`config.mk`:
```
export PLATFORM = sky130hd
export DESIGN_NAME = diag_status_alarm_flags
export DESIGN_NICKNAME = d
export VERILOG_FILES = /design/src/rtl/diag_pkg.sv /design/src/rtl/diag_status_alarm_flags.sv
export SDC_FILE = /design/constraint.sdc
export NUM_CORES = 1
export LEC_CHECK = 0
export BUFFER_PORTS_ARGS = -buffer_cell sky130_fd_sc_hd__buf_2
export CAP_MARGIN = 30
export CORE_MARGIN = 2
export CORE_UTILIZATION = 48
export DETAILED_ROUTE_END_ITERATION = 10
export GPL_ROUTABILITY_DRIVEN = 0
export HOLD_SLACK_MARGIN = 0.15
export PLACE_DENSITY = 0.8
export RECOVER_POWER = 50
export SLEW_MARGIN = 25
export SYNTH_ARGS = -nofsm -noshare
export SYNTH_HDL_FRONTEND = slang
export SYNTH_SLANG_ARGS = --single-unit
```
`constraint.sdc`:
```
create_clock -name core_clk -period 2.4 [get_ports core_clk]
set_input_delay 0.12 -clock core_clk [delete_from_list [all_inputs] [get_ports core_clk]]
set_output_delay 0.12 -clock core_clk [all_outputs]
set_load 0.005 [all_outputs]
```
`src/rtl/diag_pkg.sv`:
```
/*
 * diag_pkg: constants, types and encodings for the diagnostic status and
 * alarm/warning flag bank. Assumes one 200 MHz core clock, measurement and
 * threshold words produced by logic on that clock, and a host reaching the
 * page over the 2-wire serial management pins.
 */
// Overview of operation
// - status bit 7 reads the synchronised transmitter-off pin level, 1 when asserted.
// - status bit 6 is a host read/write software transmitter-off bit.
// - transmitter is disabled when software bit 6 OR the pin is asserted.
// - status bit 2 reads 1 while a laser fault is present.
// - status bit 1 mirrors signal detect, 1 when asserted.
// - status bit 0 is not-ready, reading 0 once measurements are valid.
// - software command bits take effect well within 100 ms of the write.
// - not-ready bit reaches ready value within 1000 ms after power-up.
// - alarm byte 112 bits 7/6 flag temperature above high / below low alarm.
// - alarm byte 112 bits 5/4 flag supply voltage high / low alarm.
// - alarm byte 112 bits 3/2 flag laser bias high / low alarm.
// - alarm byte 112 bits 1/0 flag transmit power high / low alarm.
// - alarm byte 113 bits 7/6 flag receive power high / low; bits 5..0 zero.
// - warning byte 116 bits 7/6 flag temperature high / low warning.
// - warning byte 116 bits 5/4 flag supply voltage high / low warning.
// - warning byte 116 bits 3/2 flag laser bias high / low warning.
// - warning byte 116 bits 1/0 flag transmit power high / low warning.
// - warning byte 117 bits 7/6 flag receive power high / low; bits 5..0 zero.
// - status/control byte sits at byte 110 of the second device address page.
// - temperature compares as signed 16-bit, 1/256 C steps, like its thresholds.
package diag_pkg;
   localparam logic [6:0] DEV_ADDR = 7'h51;
   localparam logic [7:0] OFS_STATUS = 8'h6E;
   localparam logic [7:0] OFS_ALM_HI = 8'h70;
   localparam logic [7:0] OFS_ALM_RX = 8'h71;
   localparam logic [7:0] OFS_WRN_HI = 8'h74;
   localparam logic [7:0] OFS_WRN_RX = 8'h75;
   localparam int ST_PIN_BIT = 7;
   localparam int ST_SOFT_BIT = 6;
   localparam int ST_FAULT_BIT = 2;
   localparam int ST_SIGDET_BIT = 1;
   localparam int ST_NRDY_BIT = 0;
   localparam logic SOFT_RESET = 1'b0;
   localparam logic [7:0] PTR_RESET = 8'h00;
   localparam logic [7:0] BYTE_ZERO = 8'h00;
   localparam int NUM_QTY = 5;
   localparam int QTY_TEMP = 0;
   localparam int CLK_FREQ_HZ = 200_000_000;
   localparam int T_SOFT_MS = 100;
   localparam int T_READY_MS = 1000;
   localparam int SOFT_CYCLES = T_SOFT_MS * (CLK_FREQ_HZ / 1000);
   localparam int READY_CYCLES = T_READY_MS * (CLK_FREQ_HZ / 1000);
   localparam int SYNC_W = 5;
   typedef logic [NUM_QTY-1:0][15:0] qty_t;
   typedef struct packed {
      qty_t hi_alarm;
      qty_t lo_alarm;
      qty_t hi_warn;
      qty_t lo_warn;
   } thr_s;
   typedef struct packed {
      logic scl;
      logic sda;
      logic tx_dis;
      logic fault;
      logic sig_det;
   } pins_s;
   typedef enum logic [2:0] {
      ST_IDLE = 3'b000,
      ST_ADDR = 3'b001,
      ST_ACK_ADDR = 3'b010,
      ST_WRITE = 3'b011,
      ST_ACK_WR = 3'b100,
      ST_READ = 3'b101,
      ST_ACK_RD = 3'b110
   } link_e;
endpackage

```
`src/rtl/diag_status_alarm_flags.sv`:
```
/*
 * diag_status_alarm_flags: status/control byte and alarm/warning flag bytes
 * of the diagnostic page, served over a 2-wire serial slave. Assumes the
 * pins are asynchronous and pass a two-flop synchroniser; measurement and
 * threshold words and meas_valid come from logic on core_clk.
 */
`timescale 1ns/1ps
module diag_status_alarm_flags
   import diag_pkg::*;
#(
   parameter int READY_TIMEOUT = READY_CYCLES
) (
   input wire logic core_clk,
   input wire logic rst,
   input wire logic scl_in,
   input wire logic sda_in,
   output logic sda_o,
   output logic sda_oe_n,
   input wire logic tx_disable_pin,
   input wire logic laser_fault,
   input wire logic sig_det,
   input wire qty_t meas,
   input wire thr_s thr,
   input wire logic meas_valid,
   output logic tx_off
);
   pins_s sync1_ff, sync2_ff;
   pins_s pins_raw;
   logic scl_prev_ff, sda_prev_ff;
   logic soft_dis_ff;
   logic nrdy_ff;
   logic [31:0] pwr_cnt_ff;
   logic [9:0] alarm_ff, warn_ff;
   logic [9:0] nxt_alarm, nxt_warn;
   link_e state_ff;
   logic [7:0] shreg_ff, ptr_ff;
   logic [3:0] bitcnt_ff;
   logic rw_ff, first_ff, oe_n_ff, tx_off_ff;
   logic scl_rise, scl_fall, start_det, stop_det;
   logic [7:0] rd_data, status_byte;

   assign pins_raw = '{scl: scl_in, sda: sda_in, tx_dis: tx_disable_pin, fault: laser_fault, sig_det: sig_det};

   // first stage is read by the second stage only
   always_ff @(posedge core_clk or posedge rst) begin
      if (rst) begin
         sync1_ff <= '1;
         sync2_ff <= '1;
      end else begin
         sync1_ff <= pins_raw;
         sync2_ff <= sync1_ff;
      end
   end

   always_ff @(posedge core_clk or posedge rst) begin
      if (rst) begin
         scl_prev_ff <= 1'b1;
         sda_prev_ff <= 1'b1;
      end else begin
         scl_prev_ff <= sync2_ff.scl;
         sda_prev_ff <= sync2_ff.sda;
      end
   end

   assign scl_rise = sync2_ff.scl && !scl_prev_ff;
   assign scl_fall = !sync2_ff.scl && scl_prev_ff;
   assign start_det = sync2_ff.scl && scl_prev_ff && sda_prev_ff && !sync2_ff.sda;
   assign stop_det = sync2_ff.scl && scl_prev_ff && !sda_prev_ff && sync2_ff.sda;

   // threshold comparison per monitored quantity
   genvar gi;
   generate
      for (gi = 0; gi < NUM_QTY; gi++) begin : g_cmp
         logic ah, al, wh, wl;
         if (gi == QTY_TEMP) begin : g_signed
            assign ah = $signed(meas[gi]) > $signed(thr.hi_alarm[gi]);
            assign al = $signed(meas[gi]) < $signed(thr.lo_alarm[gi]);
            assign wh = $signed(meas[gi]) > $signed(thr.hi_warn[gi]);
            assign wl = $signed(meas[gi]) < $signed(thr.lo_warn[gi]);
         end else begin : g_unsigned
            assign ah = meas[gi] > thr.hi_alarm[gi];
            assign al = meas[gi] < thr.lo_alarm[gi];
            assign wh = meas[gi] > thr.hi_warn[gi];
            assign wl = meas[gi] < thr.lo_warn[gi];
         end
         // quantity gi owns flag pair (9-2*gi, 8-2*gi): high then low
         assign nxt_alarm[9-2*gi] = ah;
         assign nxt_alarm[8-2*gi] = al;
         assign nxt_warn[9-2*gi] = wh;
         assign nxt_warn[8-2*gi] = wl;
      end
   endgenerate

   // flags are level-following, never written by the host
   always_ff @(posedge core_clk or posedge rst) begin
      if (rst) begin
         alarm_ff <= '0;
         warn_ff <= '0;
      end else begin
         alarm_ff <= nxt_alarm;
         warn_ff <= nxt_warn;
      end
   end

   // deadline counter: ready is forced once the power-up window expires
   always_ff @(posedge core_clk or posedge rst) begin
      if (rst) begin
         pwr_cnt_ff <= '0;
      end else if (pwr_cnt_ff < 32'(READY_TIMEOUT)) begin
         pwr_cnt_ff <= pwr_cnt_ff + 32'd1;
      end
   end

   always_ff @(posedge core_clk or posedge rst) begin
      if (rst) begin
         nrdy_ff <= 1'b1;
      end else begin
         nrdy_ff <= !(meas_valid || (pwr_cnt_ff >= 32'(READY_TIMEOUT)));
      end
   end

   always_ff @(posedge core_clk or posedge rst) begin
      if (rst) begin
         tx_off_ff <= 1'b1;
      end else begin
         tx_off_ff <= soft_dis_ff || sync2_ff.tx_dis;
      end
   end
   assign tx_off = tx_off_ff;

   always_comb begin
      status_byte = BYTE_ZERO;
      status_byte[ST_PIN_BIT] = sync2_ff.tx_dis;
      status_byte[ST_SOFT_BIT] = soft_dis_ff;
      status_byte[ST_FAULT_BIT] = sync2_ff.fault;
      status_byte[ST_SIGDET_BIT] = sync2_ff.sig_det;
      status_byte[ST_NRDY_BIT] = nrdy_ff;
   end

   always_comb begin
      case (ptr_ff)
         OFS_STATUS: rd_data = status_byte;
         OFS_ALM_HI: rd_data = alarm_ff[9:2];
         OFS_ALM_RX: rd_data = {alarm_ff[1:0], 6'h00};
         OFS_WRN_HI: rd_data = warn_ff[9:2];
         OFS_WRN_RX: rd_data = {warn_ff[1:0], 6'h00};
         default: rd_data = BYTE_ZERO;
      endcase
   end

   // only bit 6 of the status byte is writable; everything else drops the data
   always_ff @(posedge core_clk or posedge rst) begin
      if (rst) begin
         soft_dis_ff <= SOFT_RESET;
      end else if (state_ff == ST_WRITE && scl_fall && bitcnt_ff == 4'd8 && !first_ff
                   && ptr_ff == OFS_STATUS) begin
         soft_dis_ff <= shreg_ff[ST_SOFT_BIT];
      end
   end

   // serial slave: sample on scl rise, change sda on scl fall
   always_ff @(posedge core_clk or posedge rst) begin
      if (rst) begin
         state_ff <= ST_IDLE;
         shreg_ff <= BYTE_ZERO;
         bitcnt_ff <= '0;
         rw_ff <= 1'b0;
         first_ff <= 1'b0;
         ptr_ff <= PTR_RESET;
         oe_n_ff <= 1'b1;
      end else if (start_det) begin
         state_ff <= ST_ADDR;
         bitcnt_ff <= '0;
         oe_n_ff <= 1'b1;
      end else if (stop_det) begin
         state_ff <= ST_IDLE;
         oe_n_ff <= 1'b1;
      end else begin
         case (state_ff)
            ST_IDLE: begin
               oe_n_ff <= 1'b1;
            end
            ST_ADDR, ST_WRITE: begin
               if (scl_rise && bitcnt_ff < 4'd8) begin
                  shreg_ff <= {shreg_ff[6:0], sync2_ff.sda};
                  bitcnt_ff <= bitcnt_ff + 4'd1;
               end else if (scl_fall && bitcnt_ff == 4'd8) begin
                  bitcnt_ff <= '0;
                  if (state_ff == ST_ADDR) begin
                     if (shreg_ff[7:1] == DEV_ADDR) begin
                        rw_ff <= shreg_ff[0];
                        first_ff <= 1'b1;
                        oe_n_ff <= 1'b0;
                        state_ff <= ST_ACK_ADDR;
                     end else begin
                        state_ff <= ST_IDLE;
                     end
                  end else begin
                     if (first_ff) begin
                        ptr_ff <= shreg_ff;
                        first_ff <= 1'b0;
                     end else begin
                        ptr_ff <= ptr_ff + 8'd1;
                     end
                     oe_n_ff <= 1'b0;
                     state_ff <= ST_ACK_WR;
                  end
               end
            end
            ST_ACK_ADDR: begin
               if (scl_fall) begin
                  if (rw_ff) begin
                     shreg_ff <= rd_data;
                     oe_n_ff <= rd_data[7];
                     bitcnt_ff <= 4'd1;
                     state_ff <= ST_READ;
                  end else begin
                     oe_n_ff <= 1'b1;
                     state_ff <= ST_WRITE;
                  end
               end
            end
            ST_ACK_WR: begin
               if (scl_fall) begin
                  oe_n_ff <= 1'b1;
                  state_ff <= ST_WRITE;
               end
            end
            ST_READ: begin
               if (scl_fall) begin
                  if (bitcnt_ff == 4'd8) begin
                     oe_n_ff <= 1'b1;
                     ptr_ff <= ptr_ff + 8'd1;
                     state_ff <= ST_ACK_RD;
                  end else begin
                     shreg_ff <= {shreg_ff[6:0], 1'b0};
                     oe_n_ff <= shreg_ff[6];
                     bitcnt_ff <= bitcnt_ff + 4'd1;
                  end
               end
            end
            ST_ACK_RD: begin
               // host nack ends the read; the bus then waits for stop
               if (scl_rise && sync2_ff.sda) begin
                  state_ff <= ST_IDLE;
               end else if (scl_fall) begin
                  shreg_ff <= rd_data;
                  oe_n_ff <= rd_data[7];
                  bitcnt_ff <= 4'd1;
                  state_ff <= ST_READ;
               end
            end
            default: begin
               state_ff <= ST_IDLE;
               oe_n_ff <= 1'b1;
            end
         endcase
      end
   end

   assign sda_o = 1'b0;
   assign sda_oe_n = oe_n_ff;

   property p_tx_off_or;
      @(posedge core_clk) disable iff (rst)
      ##1 tx_off == ($past(soft_dis_ff) || $past(sync2_ff.tx_dis));
   endproperty
   a_tx_off_or: assert property (p_tx_off_or) else $error("transmitter off is not the OR of soft bit and pin");

   property p_soft_write_fast;
      @(posedge core_clk) disable iff (rst)
      $rose(soft_dis_ff) |-> ##[1:2] tx_off;
   endproperty
   a_soft_write_fast: assert property (p_soft_write_fast) else $error("soft disable not applied promptly");

   // two edges of synchroniser latency; skip the edges that still see reset values
   property p_pin_mirror;
      @(posedge core_clk) disable iff (rst)
      !$past(rst) && !$past(rst, 2) |-> status_byte[ST_PIN_BIT] == $past(tx_disable_pin, 2);
   endproperty
   a_pin_mirror: assert property (p_pin_mirror) else $error("status pin bit does not mirror pin");

   property p_fault_sigdet;
      @(posedge core_clk) disable iff (rst)
      !$past(rst) && !$past(rst, 2) |-> status_byte[ST_FAULT_BIT] == $past(laser_fault, 2)
         && status_byte[ST_SIGDET_BIT] == $past(sig_det, 2);
   endproperty
   a_fault_sigdet: assert property (p_fault_sigdet) else $error("fault or signal detect status wrong");

   property p_ready_follows_valid;
      @(posedge core_clk) disable iff (rst)
      meas_valid |=> !nrdy_ff;
   endproperty
   a_ready_follows_valid: assert property (p_ready_follows_valid) else $error("not-ready bit stuck with valid data");

   property p_ready_deadline;
      @(posedge core_clk) disable iff (rst)
      (pwr_cnt_ff >= 32'(READY_TIMEOUT)) |=> !nrdy_ff;
   endproperty
   a_ready_deadline: assert property (p_ready_deadline) else $error("not-ready bit past power-up deadline");

   property p_reserved_zero;
      @(posedge core_clk) disable iff (rst)
      status_byte[5:3] == 3'h0 && warn_ff == $past(nxt_warn) ##0 alarm_ff == $past(nxt_alarm);
   endproperty
   a_reserved_zero: assert property (p_reserved_zero) else $error("reserved bits or flags mistracked");

   property p_temp_high_alarm;
      @(posedge core_clk) disable iff (rst)
      ($signed(meas[QTY_TEMP]) > $signed(thr.hi_alarm[QTY_TEMP])) ##1 $stable(meas) |-> alarm_ff[9];
   endproperty
   a_temp_high_alarm: assert property (p_temp_high_alarm) else $error("temperature high alarm not set");

   property p_rx_low_warn;
      @(posedge core_clk) disable iff (rst)
      (meas[4] < thr.lo_warn[4]) |=> warn_ff[0];
   endproperty
   a_rx_low_warn: assert property (p_rx_low_warn) else $error("receive power low warning not set");

   property p_no_drive_idle;
      @(posedge core_clk) disable iff (rst)
      (state_ff == ST_IDLE) [*2] |-> sda_oe_n;
   endproperty
   a_no_drive_idle: assert property (p_no_drive_idle) else $error("sda driven while idle");

   property p_foreign_no_ack;
      @(posedge core_clk) disable iff (rst)
      (state_ff == ST_ADDR && scl_fall && bitcnt_ff == 4'd8 && shreg_ff[7:1] != DEV_ADDR) |=> sda_oe_n;
   endproperty
   a_foreign_no_ack: assert property (p_foreign_no_ack) else $error("foreign device address acknowledged");

   property p_soft_only_by_write;
      @(posedge core_clk) disable iff (rst)
      !$stable(soft_dis_ff) |-> $past(state_ff == ST_WRITE && ptr_ff == OFS_STATUS);
   endproperty
   a_soft_only_by_write: assert property (p_soft_only_by_write) else $error("soft bit changed without a write");

   property p_release_for_host_ack;
      @(posedge core_clk) disable iff (rst)
      (state_ff == ST_ACK_RD) |-> sda_oe_n;
   endproperty
   a_release_for_host_ack: assert property (p_release_for_host_ack) else $error("sda held during host ack");
endmodule

```
# --- Word-level counts from Yosys, hierarchy flattened ---
# Cells that the tools add are included.
classes:
  n_addsub: 3
  eq_ne: 44
  n_reduce_logical: 34
  mux: 57
  order_cmp: 23
  bitwise_logic: 3
op_table:
  columns: ["cell", "count"]
  rows:
  - ["16-bit > comparator", 10]
  - ["16-bit < comparator", 10]
  - ["8-bit two-way mux", 13]
  - ["8-bit by 7-bit equality test with 1-bit output (second input constant)", 5]
  - ["4-bit two-way mux", 10]
  - ["8-bit case mux with 5 select lines", 1]
  - ["3-bit two-way mux", 12]
  - ["4-bit inequality test (second input constant)", 9]
  - ["32-bit by 1-bit adder with 32-bit output (second input constant)", 1]
  - ["32-bit by 28-bit >= comparator with 1-bit output (second input constant)", 1]
  - ["32-bit by 28-bit < comparator with 1-bit output (second input constant)", 1]
  - ["8-bit case mux with 4 select lines", 1]
  - ["2-bit inequality test (second input constant)", 12]
  - ["8-bit AND reduction", 3]
  - ["3-bit inequality test (second input constant)", 7]
  - ["3-bit case mux with 6 select lines", 1]
  - ["4-bit case mux with 4 select lines", 1]
  - ["8-bit case mux with 2 select lines", 1]
  - ["1-bit two-way mux", 15]
  - ["1-bit logical AND", 14]
  - ["5-bit inequality test (second input constant)", 2]
  - ["10-bit AND reduction", 1]
  - ["3-bit equality test (second input constant)", 3]
  - ["9-bit AND reduction", 1]
  - ["20 further kinds", 29]
totals:
  regBits: 93
  output_inout_bits: 3

# --- Logic depth before layout (Yosys ltp) ---
depth:
  word_depth: 8
  mapped_depth: 9

# --- Worst setup path after synthesis ---
# Ideal clock, no wire load.
synth_path:
  path_kind: "register -> register"
  startpoint: "register ptr_ff[0]"
  endpoint: "register soft_dis_ff"
  t_arrival_ns: 1.948
  path_buffers: 0
  setup_ns: 0.125
  stages_incl_launch_ff: 8
  setup_slack_ns: 0.327
  required_ns: 2.275
  path_cell_list: "dfrtp_1 inv_1 ha_1 nand4_1 nor4b_1 nand2_1 nor2_1 mux2_2"
synth_between:
  elab_chain_cells: 2
synth_rtl:
  columns: ["element", "line", "source"]
  rows:
  - ["start: declaration", "diag_status_alarm_flags.sv:36", "logic [7:0] shreg_ff, ptr_ff;"]
  - ["start signal: assignment", "diag_status_alarm_flags.sv:200", "ptr_ff <= shreg_ff;"]
  - ["start signal: assignment", "diag_status_alarm_flags.sv:203", "ptr_ff <= ptr_ff + 8'd1;"]
  - ["start signal: assignment", "diag_status_alarm_flags.sv:233", "ptr_ff <= ptr_ff + 8'd1;"]
  - ["8-bit by 7-bit equality test with 1-bit output", "diag_status_alarm_flags.sv:156", "&& ptr_ff == OFS_STATUS) begin"]
  - ["1-bit logical AND", "diag_status_alarm_flags.sv:156", null]
  - ["end signal: assignment", "diag_status_alarm_flags.sv:157", "soft_dis_ff <= shreg_ff[ST_SOFT_BIT];"]
  - ["end: declaration", "diag_status_alarm_flags.sv:30", "logic soft_dis_ff;"]
# No other way between the ends.
# A chain may end at the register's enable or synchronous reset.

# --- Final worst setup path ---
layout_path:
  startpoint: "register sync2_ff[4] (netlist bit)"
  endpoint: "register bitcnt_ff[1]"
layout_between:
  elab_chain_cells: 6
  elab_cells_between_ends: 25
layout_rtl:
  columns: ["element", "line", "source"]
  rows:
  - ["start: declaration", "diag_status_alarm_flags.sv:27", "pins_s sync1_ff, sync2_ff;"]
  - ["start signal: assignment", "diag_status_alarm_flags.sv:51", "sync2_ff <= sync1_ff;"]
  - ["1-bit logical AND", "diag_status_alarm_flags.sv:65", "assign scl_rise = sync2_ff.scl && !scl_prev_ff;"]
  - ["1-bit logical AND", "diag_status_alarm_flags.sv:184", "if (scl_rise && bitcnt_ff < 4'd8) begin"]
  - ["4-bit two-way mux", "diag_status_alarm_flags.sv:184", null]
  - ["4-bit case mux with 4 select lines", "diag_status_alarm_flags.sv:179", "case (state_ff)"]
  - ["4-bit two-way mux", "diag_status_alarm_flags.sv:175", "end else if (stop_det) begin"]
  - ["4-bit two-way mux", "diag_status_alarm_flags.sv:171", "end else if (start_det) begin"]
  - ["end signal: assignment", "diag_status_alarm_flags.sv:186", "bitcnt_ff <= bitcnt_ff + 4'd1;"]
  - ["end signal: assignment", "diag_status_alarm_flags.sv:238", "bitcnt_ff <= bitcnt_ff + 4'd1;"]
  - ["end: declaration", "diag_status_alarm_flags.sv:37", "logic [3:0] bitcnt_ff;"]
# Parallel ways exist; a longest one is shown, timed or not. The select of a mux whose other input is x is not followed.

==> impl_metrics.tcl <==
set metrics [dict create \
    clk_latency_ns 0.34 \
    syn_nets 2224 \
    yosys_warnings 0 \
    postSynthAreaPerCell_um2 8.07 \
    arrival_ns 2.46 \
    synth-edff-count 0 \
    max-slew-margin-rel_pct 26.1 \
    yosysUniqueCellTypes 65 \
    drtIter0Drc 500 \
    grt_overflow 0 \
    final_common_cell "buf_2" \
    async_reset_ff_share_pct 100 \
    power.density_nw_per_um2 342 \
    htree_levels 3 \
    vias_per_cell 5.34 \
    post-cts-setup-buffer-count 0 \
    layout_common_cells "409 x buf_2, 323 x inv_1, 318 x ha_1, 102 x a21oi_1, 89 x o21ai_0" \
    cp_slowest_cell "dfstp_2" \
    dp_hpwl_mm 28.9 \
    finalSetupViolCount 0 \
    fin_crit_ns 2.23 \
    holdCritPathClass "input pin to flop" \
    synth_adder_area_share_pct 32.9 \
    initial_utilization_pct 48.4 \
    total_leakage_power_nw 8.65 \
    tightest_slew_ns 1.10 \
    worstSetupPathType "flop to flop" \
    synth-simple-area-share_pct 15.7 \
    slowest_delay_ns 0.59 \
    wl_per_cell_um 14.7 \
    grt_use_total_pct 24.5 \
    num_vias 12100 \
    grt_pass1_wl_mm 53.8 \
    synth.area.mux_share_pct 1.40 \
    p_int_mw 3.44 \
    root_buffer "clkbuf_16" \
    cts_buffer_depth 2 \
    synth_ff_type "dfrtp_1" \
    drv_cap 0 \
    synth_compound_area_share_pct 17.9 \
    clkPwrFrac_pct 27.9 \
    firstDrtPassIters 5 \
    synth_xor_area_share_pct 1.96 \
    drive_gt1_share_pct 24.3 \
    syn2layout_area_growth_pct 24.3 \
    core_um2 25000 \
    rsz0062_at_grt "no" \
    placed_cell_area_um2 14600 \
    drcViolationCount 0 \
    die_h_um 163 \
    yosys.area.top_type "ha_1" \
    die_area_um2 26500 \
    worst_setup_path_start_kind "flop" \
    grt_max_degree 65 \
    port_buffers 409 \
    cts_sinks 93 \
    grt_pass1_vias 12300 \
    final_area_um2 15000 \
    slew_viol_final 0 \
    synth_area_um2 12100 \
    fmax_mhz 449 \
    synth_cells 1498 \
    cts_made_buffers 9 \
    path_clk_slew_ns 0.06 \
    crit_required_ns 2.63 \
    antenna_found_initial 2 \
    crit_chain "nor3b_1 -> o311ai_0 -> o21ai_0 -> nand2b_1 -> mux2_2" \
    synth_area_leaders "ha_1 33%, dfrtp_1 16%, inv_1 10%" \
    p_comb_share_pct 36.6 \
    die_w_um 163 \
    setup-tns-final_ns 0 \
    cts_tree "built" \
    path_max_fanout 8 \
    switching_power_mw 1.69 \
    synth_top_family_by_area "adder cells" \
    ir_drop_v 0.000359 \
    drtAntennaViolNets 0 \
    finalHoldViolCount 0 \
    power_frac_seq_pct 35.5 \
    ys_ff_latch 93 \
    crit_path_end_kind "flop" \
    period_share_pct 92.7 \
    finClkSkew_ns 0.00554 \
    seq_area_frac_synth_pct 19.4 \
    drt_wl_total_mm 33.2 \
    synth_top_area_share_pct 32.9 \
    finalNetCount 2654 \
    io_pins 411 \
    swShare_pct 33.0 \
    rows 58 \
    status "completed" \
]
-- worst paths after layout --
path	from	to	slack (ns)	cells past startpoint
worst max register to register	sync2_ff[4]$_DFF_PP1_	bitcnt_ff[1]$_DFFE_PP0P_	0.17	5
worst min-delay path	meas[79]	warn_ff[0]$_DFF_PP0_	0.16	3
worst min register to register	sync1_ff[4]$_DFF_PP1_	sync2_ff[4]$_DFF_PP1_	0.36	0
worst max-delay path	sync2_ff[4]$_DFF_PP1_	bitcnt_ff[1]$_DFFE_PP0P_	0.17	5
min in group asynchronous	rst	pwr_cnt_ff[4]$_DFFE_PP0N_	0.53	3
max in group asynchronous	rst	ptr_ff[2]$_DFFE_PP0P_	0.44	4
-- synthesized netlist by cell type (15+ instances only) --
library cell / count
ha_1: 318
nand4_1: 56
dfrtp_1: 78
nand2_1: 82
nor2b_1: 16
dfstp_2: 15
inv_1: 324
nand2b_1: 21
o21ai_0: 89
o211ai_1: 18
a211oi_1: 22
xnor2_1: 19
a21oi_1: 102
nor3_1: 31
nor2_1: 60
a21o_1: 35
nand3_1: 40
nor4_1: 16
-- layout make-up --
cell class | instances | area (um2)
Clock inverter | 6 | 62.6
Tap cell | 330 | 413
Inverter | 324 | 1220
Fill cell | 2225 | 9940
Antenna cell | 2 | 5.00
Timing Repair Buffer | 437 | 2300
Multi-Input combinational cell | 1063 | 8450
Sequential cell | 93 | 2350
Clock buffer | 10 | 239
-- power groups by stage --
stage / combinational [mW] / sequential [mW] / clock, mW
after floorplan: 1.11 / 1.80 / 0
after global placement: 1.77 / 1.85 / 0
after detailed placement: 1.85 / 1.85 / 0
after CTS: 1.89 / 1.82 / 1.48
after global routing: 2.17 / 1.84 / 1.55
final: 1.88 / 1.82 / 1.43
-- logic make-up (layout without fill, tap and decap cells) --
family | count (synthesis) | count (layout)
and+or+nand+nor | 361 | 361
buffers and inverters | 342 | 777
AOI/OAI and AO/OA | 340 | 340
adders and majority gates | 318 | 318
DFF | 93 | 93
xor gates and xnor gates | 27 | 27
muxes | 16 | 16
other | 1 | 3
-- routing by layer --
layer  GRT usage, %  wire, um
met1           29.0     14000
met2           45.3     16800
met3           4.07      1590
met4           7.12       783
met5              0         0
-- critical path: cells and delay by family (launching register included) --
kind | cells | cell delay (ns)
compound gates | 2 | 0.43
flops | 1 | 0.59
mux | 1 | 0.35
simple gates | 2 | 0.75
-- flip-flops by register name, summed over array words and instances (netlist names), 3 cells and up --
| name | flops |
|---|---|
| pwr_cnt_ff | 32 |
| alarm_ff | 10 |
| warn_ff | 10 |
| ptr_ff | 8 |
| shreg_ff | 8 |
| sync1_ff | 5 |
| bitcnt_ff | 4 |
| state_ff | 3 |
| status_byte | 3 |
-- what timing repair did --
action                                 in CTS  in global routing
endpoints found under the hold margin      37                  0
hold buffers                               17                  0
gates resized for setup                     0                  0
-- metrics by stage --
stage,cells,power [mW],utilization [%],hold slack [ns],worst slack [ns]
after floorplan,1498,2.91,-,0.124,0.327
after global placement,2230,3.62,58.4,0.206,0.295
after detailed placement,2230,3.70,58.4,0.208,0.211
after CTS,2263,5.19,60.2,0.151,0.214
after global routing,2265,5.56,60.2,0.168,0.0648
final,2265,5.13,60.2,0.155,0.175
No activity file was read; power rests on OpenSTA's default activity.
